--- src/cag_regs.svh ---
`ifndef CAG_REGS_SVH
`define CAG_REGS_SVH

// ==========================================================================
// reset values
`define CAG_PC_RESET        16'h0000
`define CAG_REG_RESET       16'h0000

// ==========================================================================
// fixed address areas
`define CAG_FIXED_PAGE      5'h01
`define CAG_TABLE_BASE      16'h0040
`define CAG_SADDR_PAGE      7'h7F
`define CAG_SADDR_WRAP      8'h20
`define CAG_SFR_PAGE        8'hFF
`define CAG_SFR_GAP_LO      8'hD0
`define CAG_SFR_GAP_HI      8'hDF

// ==========================================================================
// register field positions
`define CAG_ACC_PAIR        2'h0
`define CAG_BYTE_SEL_BIT    0
`define CAG_VEC_IDX_LSB     1
`define CAG_VEC_IDX_MSB     5

`endif

--- src/cag_pkg.sv ---
package cag_pkg;

    // ======================================================================
    // operation requests from the sequencer
    typedef enum logic [3:0] {
        CAG_OP_REL    = 4'h0,
        CAG_OP_JMP16  = 4'h1,
        CAG_OP_FIXED  = 4'h2,
        CAG_OP_VEC    = 4'h3,
        CAG_OP_REGJ   = 4'h4,
        CAG_OP_MUL    = 4'h5,
        CAG_OP_DIV    = 4'h6,
        CAG_OP_IMPL   = 4'h7,
        CAG_OP_REGB   = 4'h8,
        CAG_OP_REGW   = 4'h9,
        CAG_OP_DIR    = 4'hA,
        CAG_OP_SADDR  = 4'hB,
        CAG_OP_SADDRP = 4'hC,
        CAG_OP_SFR    = 4'hD,
        CAG_OP_SFRP   = 4'hE
    } cag_op_t;

    typedef enum logic [1:0] {
        CAG_AREA_NONE = 2'h0,
        CAG_AREA_RAM  = 2'h1,
        CAG_AREA_SFR  = 2'h2,
        CAG_AREA_MEM  = 2'h3
    } cag_area_t;

    typedef enum logic [3:0] {
        CAG_ST_IDLE = 4'b0001,
        CAG_ST_ACC  = 4'b0010,
        CAG_ST_OPND = 4'b0100,
        CAG_ST_TBL  = 4'b1000
    } cag_state_t;

    // ======================================================================
    // whole state of the top module
    typedef struct packed {
        cag_state_t  st;
        cag_op_t     op;
        logic [15:0] pc;
        logic [15:0] ea;
        logic        ea_valid;
        cag_area_t   area;
        logic        addr_err;
        logic        done;
        logic        busy;
        logic        mem_rd;
        logic [15:0] mem_addr;
        logic [15:0] tmp;
        logic [2:0]  code;
        logic [1:0]  bank;
        logic [15:0] reg_data;
        logic        rf_we;
        logic [1:0]  rf_be;
        logic [3:0]  rf_waddr;
        logic [15:0] rf_wdata;
        logic [3:0]  rf_raddr;
    } cag_core_t;

endpackage : cag_pkg

--- src/cag_rf_if.sv ---
`timescale 1ns/1ps

interface cag_rf_if;
    logic [3:0]  rd_addr;
    logic [15:0] rd_data;
    logic        wr_en;
    logic [1:0]  wr_be;
    logic [3:0]  wr_addr;
    logic [15:0] wr_data;

    modport core (
        output rd_addr,
        input  rd_data,
        output wr_en,
        output wr_be,
        output wr_addr,
        output wr_data
    );

    modport mem (
        input  rd_addr,
        output rd_data,
        input  wr_en,
        input  wr_be,
        input  wr_addr,
        input  wr_data
    );
endinterface : cag_rf_if

--- src/cag_regfile.sv ---
`timescale 1ns/1ps
`include "cag_regs.svh"

// four banks of four pairs, low byte first
module cag_regfile #(
    parameter int PAIRS = 16
) (
    input  wire logic ref_clk_i,
    input  wire logic sys_rst_i,
    cag_rf_if.mem     rf
);
    logic [15:0] mem_reg [PAIRS];
    logic [15:0] rd_reg;

    assign rf.rd_data = rd_reg;

    // ======================================================================
    // storage, byte lanes written separately
    genvar g;
    generate
        for (g = 0; g < PAIRS; g++) begin : g_pair
            always_ff @(posedge ref_clk_i or posedge sys_rst_i) begin
                if (sys_rst_i) begin
                    mem_reg[g] <= `CAG_REG_RESET;
                end else if (rf.wr_en && rf.wr_addr == 4'(g)) begin
                    if (rf.wr_be[0]) begin
                        mem_reg[g][7:0] <= rf.wr_data[7:0];
                    end
                    if (rf.wr_be[1]) begin
                        mem_reg[g][15:8] <= rf.wr_data[15:8];
                    end
                end
            end
        end
    endgenerate

    // ======================================================================
    // registered read port
    always_ff @(posedge ref_clk_i or posedge sys_rst_i) begin
        if (sys_rst_i) begin
            rd_reg <= `CAG_REG_RESET;
        end else begin
            rd_reg <= mem_reg[rf.rd_addr];
        end
    end
endmodule : cag_regfile

--- src/cag_top.sv ---
`timescale 1ns/1ps
`include "cag_regs.svh"

// Contract
// - pc steps by one per fetched byte
// - relative target: next pc plus signed byte
// - short jump and conditional branches are relative
// - long jump and call load 16-bit immediate
// - fixed-area call lands in 0800H to 0FFFH
// - vectored call loads table entry 40H-7FH
// - register jump loads accumulator pair into pc
// - multiply accumulator byte by register into pair
// - divide uses accumulator pair as dividend, quotient
// - adjust and digit rotate use accumulator byte
// - bank flags plus opcode code select register
// - register codes map to fixed named storage
// - direct addressing uses 16-bit immediate unchanged
// - short direct reaches FE20H to FF1FH window
// - bit 8 set only for field 00H-1FH
// - word short direct operands need even address
// - window splits into fast RAM and SFRs
// - sfr offset forms FFxxH, gap FFD0H-FFDFH
module cag_top (
    input  wire logic              ref_clk_i,
    input  wire logic              sys_rst_i,
    input  wire logic              fetch_i,
    input  wire logic              op_valid_i,
    input  wire cag_pkg::cag_op_t  op_i,
    input  wire logic [7:0]        relative_displacement_i,
    input  wire logic [15:0]       absolute_address_operand_i,
    input  wire logic [7:0]        opcode_i,
    input  wire logic [2:0]        byte_register_code_i,
    input  wire logic [1:0]        pair_register_code_i,
    input  wire logic              bank_select_low_i,
    input  wire logic              bank_select_high_i,
    input  wire logic              mem_ack_i,
    input  wire logic [15:0]       mem_rdata_i,
    input  wire logic              host_wr_i,
    input  wire logic [3:0]        host_wr_pair_i,
    input  wire logic [1:0]        host_wr_be_i,
    input  wire logic [15:0]       host_wr_data_i,
    output logic [15:0]            pc_o,
    output logic [15:0]            ea_o,
    output logic                   ea_valid_o,
    output cag_pkg::cag_area_t     area_o,
    output logic                   addr_err_o,
    output logic [15:0]            reg_data_o,
    output logic                   done_o,
    output logic                   busy_o,
    output logic                   mem_rd_o,
    output logic [15:0]            mem_addr_o
);
    cag_pkg::cag_core_t s_reg;
    cag_pkg::cag_core_t s_next;
    cag_rf_if           rf ();

    logic [1:0]  bank_w;
    logic [7:0]  acc_w;
    logic [7:0]  opnd_w;
    logic [15:0] prod_w;
    logic [15:0] quot_w;
    logic [7:0]  rem_w;
    logic [15:0] disp_w;
    logic [7:0]  sad_w;
    logic [15:0] sad_ea_w;

    cag_regfile #(
        .PAIRS (16)
    ) u_regfile (
        .ref_clk_i (ref_clk_i),
        .sys_rst_i (sys_rst_i),
        .rf        (rf.mem)
    );

    // ======================================================================
    // register file hookup
    assign rf.rd_addr = s_next.rf_raddr;
    assign rf.wr_en   = s_reg.rf_we;
    assign rf.wr_be   = s_reg.rf_be;
    assign rf.wr_addr = s_reg.rf_waddr;
    assign rf.wr_data = s_reg.rf_wdata;

    // ======================================================================
    // datapath helpers
    assign bank_w = {bank_select_high_i, bank_select_low_i};
    assign acc_w  = s_reg.tmp[15:8];
    assign opnd_w = s_reg.code[`CAG_BYTE_SEL_BIT] ?
                    rf.rd_data[15:8] : rf.rd_data[7:0];
    assign prod_w = acc_w * opnd_w;
    assign quot_w = (opnd_w == 8'h00) ? 16'hFFFF :
                    s_reg.tmp / {8'h00, opnd_w};
    assign rem_w  = (opnd_w == 8'h00) ? s_reg.tmp[7:0] :
                    8'(s_reg.tmp % {8'h00, opnd_w});
    assign disp_w = {{8{relative_displacement_i[7]}},
                     relative_displacement_i};
    assign sad_w  = absolute_address_operand_i[7:0];
    // field 20H-FFH maps to FE20H-FEFFH, 00H-1FH to FF00H-FF1FH
    assign sad_ea_w = {`CAG_SADDR_PAGE,
                       (sad_w < `CAG_SADDR_WRAP),
                       sad_w};

    // ======================================================================
    // next state
    always_comb begin
        s_next          = s_reg;
        s_next.done     = 1'b0;
        s_next.rf_we    = 1'b0;
        s_next.rf_be    = 2'b00;
        s_next.ea_valid = 1'b0;
        unique case (s_reg.st)
            cag_pkg::CAG_ST_IDLE: begin
                if (op_valid_i) begin
                    s_next.op   = op_i;
                    s_next.bank = bank_w;
                    s_next.code = byte_register_code_i;
                    s_next.addr_err = 1'b0;
                    unique case (op_i)
                        cag_pkg::CAG_OP_REL: begin
                            // pc already points past the instruction
                            s_next.pc   = 16'(s_reg.pc + disp_w);
                            s_next.done = 1'b1;
                        end
                        cag_pkg::CAG_OP_JMP16: begin
                            s_next.pc   = absolute_address_operand_i;
                            s_next.done = 1'b1;
                        end
                        cag_pkg::CAG_OP_FIXED: begin
                            s_next.pc   = {`CAG_FIXED_PAGE,
                                absolute_address_operand_i[10:0]};
                            s_next.done = 1'b1;
                        end
                        cag_pkg::CAG_OP_VEC: begin
                            s_next.mem_addr = `CAG_TABLE_BASE |
                                {10'h000,
                                 opcode_i[`CAG_VEC_IDX_MSB:`CAG_VEC_IDX_LSB],
                                 1'b0};
                            s_next.mem_rd = 1'b1;
                            s_next.busy   = 1'b1;
                            s_next.st     = cag_pkg::CAG_ST_TBL;
                        end
                        cag_pkg::CAG_OP_REGJ,
                        cag_pkg::CAG_OP_MUL,
                        cag_pkg::CAG_OP_DIV,
                        cag_pkg::CAG_OP_IMPL: begin
                            // implied operand: accumulator pair
                            s_next.rf_raddr = {bank_w, `CAG_ACC_PAIR};
                            s_next.busy = 1'b1;
                            s_next.st   = cag_pkg::CAG_ST_ACC;
                        end
                        cag_pkg::CAG_OP_REGB: begin
                            s_next.rf_raddr = {bank_w,
                                byte_register_code_i[2:1]};
                            s_next.busy = 1'b1;
                            s_next.st   = cag_pkg::CAG_ST_OPND;
                        end
                        cag_pkg::CAG_OP_REGW: begin
                            s_next.rf_raddr = {bank_w,
                                pair_register_code_i};
                            s_next.busy = 1'b1;
                            s_next.st   = cag_pkg::CAG_ST_OPND;
                        end
                        cag_pkg::CAG_OP_DIR: begin
                            s_next.ea       = absolute_address_operand_i;
                            s_next.area     = cag_pkg::CAG_AREA_MEM;
                            s_next.ea_valid = 1'b1;
                            s_next.done     = 1'b1;
                        end
                        cag_pkg::CAG_OP_SADDR,
                        cag_pkg::CAG_OP_SADDRP: begin
                            s_next.ea = sad_ea_w;
                            s_next.area = sad_ea_w[8] ?
                                cag_pkg::CAG_AREA_SFR :
                                cag_pkg::CAG_AREA_RAM;
                            if (op_i == cag_pkg::CAG_OP_SADDRP) begin
                                // word access forced even, odd flagged
                                s_next.ea[0]    = 1'b0;
                                s_next.addr_err = sad_w[0];
                            end
                            s_next.ea_valid = 1'b1;
                            s_next.done     = 1'b1;
                        end
                        cag_pkg::CAG_OP_SFR,
                        cag_pkg::CAG_OP_SFRP: begin
                            s_next.ea = {`CAG_SFR_PAGE, sad_w};
                            s_next.area = cag_pkg::CAG_AREA_SFR;
                            s_next.addr_err =
                                (sad_w >= `CAG_SFR_GAP_LO &&
                                 sad_w <= `CAG_SFR_GAP_HI) ||
                                (op_i == cag_pkg::CAG_OP_SFRP &&
                                 sad_w[0]);
                            if (op_i == cag_pkg::CAG_OP_SFRP) begin
                                s_next.ea[0] = 1'b0;
                            end
                            s_next.ea_valid = 1'b1;
                            s_next.done     = 1'b1;
                        end
                        default: begin
                            s_next.addr_err = 1'b1;
                            s_next.done     = 1'b1;
                        end
                    endcase
                end else if (host_wr_i) begin
                    s_next.rf_we    = 1'b1;
                    s_next.rf_be    = host_wr_be_i;
                    s_next.rf_waddr = host_wr_pair_i;
                    s_next.rf_wdata = host_wr_data_i;
                end else if (fetch_i) begin
                    s_next.pc = 16'(s_reg.pc + 16'h0001);
                end
            end
            cag_pkg::CAG_ST_ACC: begin
                s_next.tmp = rf.rd_data;
                unique case (s_reg.op)
                    cag_pkg::CAG_OP_REGJ: begin
                        s_next.pc   = rf.rd_data;
                        s_next.busy = 1'b0;
                        s_next.done = 1'b1;
                        s_next.st   = cag_pkg::CAG_ST_IDLE;
                    end
                    cag_pkg::CAG_OP_IMPL: begin
                        s_next.reg_data = {8'h00, rf.rd_data[15:8]};
                        s_next.busy = 1'b0;
                        s_next.done = 1'b1;
                        s_next.st   = cag_pkg::CAG_ST_IDLE;
                    end
                    default: begin
                        s_next.rf_raddr = {s_reg.bank, s_reg.code[2:1]};
                        s_next.st       = cag_pkg::CAG_ST_OPND;
                    end
                endcase
            end
            cag_pkg::CAG_ST_OPND: begin
                s_next.busy     = 1'b0;
                s_next.done     = 1'b1;
                s_next.st       = cag_pkg::CAG_ST_IDLE;
                s_next.rf_waddr = {s_reg.bank, `CAG_ACC_PAIR};
                s_next.rf_be    = 2'b11;
                unique case (s_reg.op)
                    cag_pkg::CAG_OP_MUL: begin
                        s_next.rf_we    = 1'b1;
                        s_next.rf_wdata = prod_w;
                        s_next.reg_data = prod_w;
                    end
                    cag_pkg::CAG_OP_DIV: begin
                        s_next.rf_we    = 1'b1;
                        s_next.rf_wdata = quot_w;
                        s_next.reg_data = {8'h00, rem_w};
                    end
                    cag_pkg::CAG_OP_REGB: begin
                        s_next.rf_be    = 2'b00;
                        s_next.reg_data = {8'h00, opnd_w};
                    end
                    default: begin
                        s_next.rf_be    = 2'b00;
                        s_next.reg_data = rf.rd_data;
                    end
                endcase
            end
            cag_pkg::CAG_ST_TBL: begin
                if (mem_ack_i) begin
                    s_next.pc     = mem_rdata_i;
                    s_next.mem_rd = 1'b0;
                    s_next.busy   = 1'b0;
                    s_next.done   = 1'b1;
                    s_next.st     = cag_pkg::CAG_ST_IDLE;
                end
            end
            default: begin
                s_next.st     = cag_pkg::CAG_ST_IDLE;
                s_next.busy   = 1'b0;
                s_next.mem_rd = 1'b0;
            end
        endcase
    end

    // ======================================================================
    // state register
    always_ff @(posedge ref_clk_i or posedge sys_rst_i) begin
        if (sys_rst_i) begin
            s_reg          <= '0;
            s_reg.st       <= cag_pkg::CAG_ST_IDLE;
            s_reg.op       <= cag_pkg::CAG_OP_REL;
            s_reg.area     <= cag_pkg::CAG_AREA_NONE;
            s_reg.pc       <= `CAG_PC_RESET;
        end else begin
            s_reg <= s_next;
        end
    end

    // ======================================================================
    // outputs
    assign pc_o       = s_reg.pc;
    assign ea_o       = s_reg.ea;
    assign ea_valid_o = s_reg.ea_valid;
    assign area_o     = s_reg.area;
    assign addr_err_o = s_reg.addr_err;
    assign reg_data_o = s_reg.reg_data;
    assign done_o     = s_reg.done;
    assign busy_o     = s_reg.busy;
    assign mem_rd_o   = s_reg.mem_rd;
    assign mem_addr_o = s_reg.mem_addr;
endmodule : cag_top

--- config.mk ---
export PLATFORM = sky130hd
export DESIGN_NAME = cag_top
export DESIGN_NICKNAME = d
export VERILOG_FILES = /design/src/cag_pkg.sv /design/src/cag_rf_if.sv /design/src/cag_regfile.sv /design/src/cag_top.sv
export VERILOG_INCLUDE_DIRS = /design/src /design/src/src
export SDC_FILE = /design/constraint.sdc
export NUM_CORES = 1
export LEC_CHECK = 0
export BUFFER_PORTS_ARGS = -buffer_cell sky130_fd_sc_hd__buf_2
export CELL_PAD_IN_SITES_DETAIL_PLACEMENT = 1
export CELL_PAD_IN_SITES_GLOBAL_PLACEMENT = 2
export CORE_MARGIN = 3
export CORE_UTILIZATION = 43
export CTS_CLUSTER_SIZE = 40
export DETAILED_ROUTE_END_ITERATION = 12
export PLACE_DENSITY = 0.92
export SYNTH_ARGS = -nofsm -noshare
export SYNTH_HDL_FRONTEND = slang
export SYNTH_SLANG_ARGS = --single-unit
--- constraint.sdc ---
create_clock -name ref_clk_i -period 56.3 [get_ports ref_clk_i]
set_clock_uncertainty 0.15 [all_clocks]
set_input_delay 11.26 -clock ref_clk_i [delete_from_list [all_inputs] [get_ports ref_clk_i]]
set_output_delay 11.26 -clock ref_clk_i [all_outputs]
set_load 0.01 [all_outputs]
==> reports/metrics.cfg <==
[run_status]
status=finished clean

[cells_and_area]
area_growth_pct=9.00
final_cell_mix=nand2_1 (533), dfrtp_1 (388), mux2_2 (284)
final_nets=3319
drive_gt1_share_pct=19.6
fin_area_um2=29900
largest_reg_flops=256
final_common_cell=nand2_1
fin_cells=3912
final_core_util_pct=48.0

[die]
ios=158
initial_core_util_pct=44.0
die_y_um=259
row_count=91
core-area_um2=62400
die_w_um=259
die_area_um2=66900

[clocking]
postCtsSetupBuffers=0
clk_pin_slew_ps=60
cts_sinks=389
cts_buffers=44
cts.repair.resized=0
cts-root-buf=clkbuf_16
cts_hold_repair.buffers=0
clkLatencyLatePin_ps=590
htreeDepth=2
clockBufferDepth=3
cts_tree=done

[route]
wl_per_cell_um=22.8
drt_iter0_markers=1308
num_vias=23400
viasPerCell=5.99
antenna_left=0
routed_wl_mm=89.3
drcViolationCount=0
dr.pass1.iters=7

[synth]
synthArstFlopShare_pct=100
netlist_area_um2=27500
synth_flop_cell=dfrtp_1
synth_cells=3034
synth.avg_cell_area_um2=9.05
synth_cell_types=99
seq_area_frac_synth_pct=35.5
ys_ff_latch=389
synth_edf_count=0
yosysWarnings=0

[sta]
slew_viol_final=0
tns_ps=0
max_freq_ghz=0.0259
timing.slew.headroom_pct=22.2
min_period_ps=38640
fin_crit_sh_pct=68.6
worst_pin_slew_ps=1160
rsz0062_at_grt=no
setup_violations=0
final_hold_viol_count=0

[hold_path]
hold_path.class=reg2reg

[place]
gp_congestion=0.888
place_inst=3831
dp_hpwl_mm=63.8
post_dp_cell_area_um2=28500
io_buffers=144

[critical_path]
max_stage_delay_ps=830
cp.required_ps=56600
path_common_cell=o21a_1
arrival_ps=38940
cpMaxStageDelayCell=dfrtp_1
startpoint_type=flop
worst_setup_path_end_kind=flop
path_max_fanout=19
crit_type=reg2reg

[grt]
grt.overflow.total=0
grt_pass1_vias=25300
grt_max_degree=181
grt.total_usage_pct=26.2
antenna_found_initial=1
grt_pass1_wl_mm=141

[job]
cap_violations=0

## worst max-delay path: cells and delay by family, from the launching register on
family,cells,cell delay (ps)
AO/OA/AOI/OAI,73,19320
AND/OR/NAND/NOR,41,10250
adder cells (fa/ha/maj),15,4370
multiplexers,7,2440
buffers and inverters,5,1050
flip-flops,1,830
## metrics by stage
| step | hold WS [ps] | worst slack (ps) |
|---|---|---|
| 6_report | 315 | 17660 |
| 5_1_grt | 347 | 15110 |
| 4_1_cts | 320 | 18050 |
| 3_5_place_dp | 303 | 18290 |
| 3_3_place_gp | 296 | 19480 |
| 2_1_floorplan | 286 | 24530 |
## logic make-up after synthesis
logic type,share of synthesized area [%]
AOI/OAI and AO/OA,15.2
xor gates and xnor gates,2.78
adders and majority gates,9.83
buffers and inverters,5.76
DFF,35.5
muxes,12.9
other,0.0137
and+or+nand+nor,18.0
## final timing paths
| path | from | to | slack, ps | cells after the start |
|---|---|---|---|---|
| worst max-delay path | s_reg[45] | reg_data_o[7] | 17660 | 141 |
| min in group asynchronous | sys_rst_i | u_regfile.mem_reg[222] | 10550 | 2 |
| worst min-delay path | mem_addr_o[6] | mem_addr_o[6] | 310 | 1 |
| worst max register to register | s_reg[45] | reg_data_o[7] | 17660 | 141 |
| worst min register to register | mem_addr_o[6] | mem_addr_o[6] | 310 | 1 |
| max in group asynchronous | sys_rst_i | ea_o[11] | 43980 | 3 |
## cell usage after synthesis, drive strengths merged, types with 65 or more instances
master  instances  area [um2]
nand2         534        2000
inv           118         443
nor2          210         793
ha            154        1930
nand3          96         493
buf            95         642
o21ai         124         632
clkbuf        131         492
a21oi         135         683
dfrtp         388        9710
mux2          288        3250
nor3           65         340
## area by class of cell
class	instances	area, um2
multi-input cells	2309	16300
diodes	1	2.50
clock buffers	68	1310
fillers	7271	32500
well taps	837	1050
repair buffers	177	981
flip-flops and latches	389	9740
inverters	119	455
clock inverters	12	125
## per-layer routing
| layer | vias to the layer above | GRT usage (%) | wire length, um |
|---|---|---|---|
| met5 | - | 0 | 0 |
| li1 | 10700 | - | - |
| met4 | 0 | 8.83 | 3000 |
| met2 | 555 | 46.3 | 44600 |
| met3 | 174 | 3.28 | 3860 |
| met1 | 12000 | 33.2 | 37900 |
Power is not shown: default switching activity piles up to over one toggle a cycle in this logic, so the estimate is an artifact.
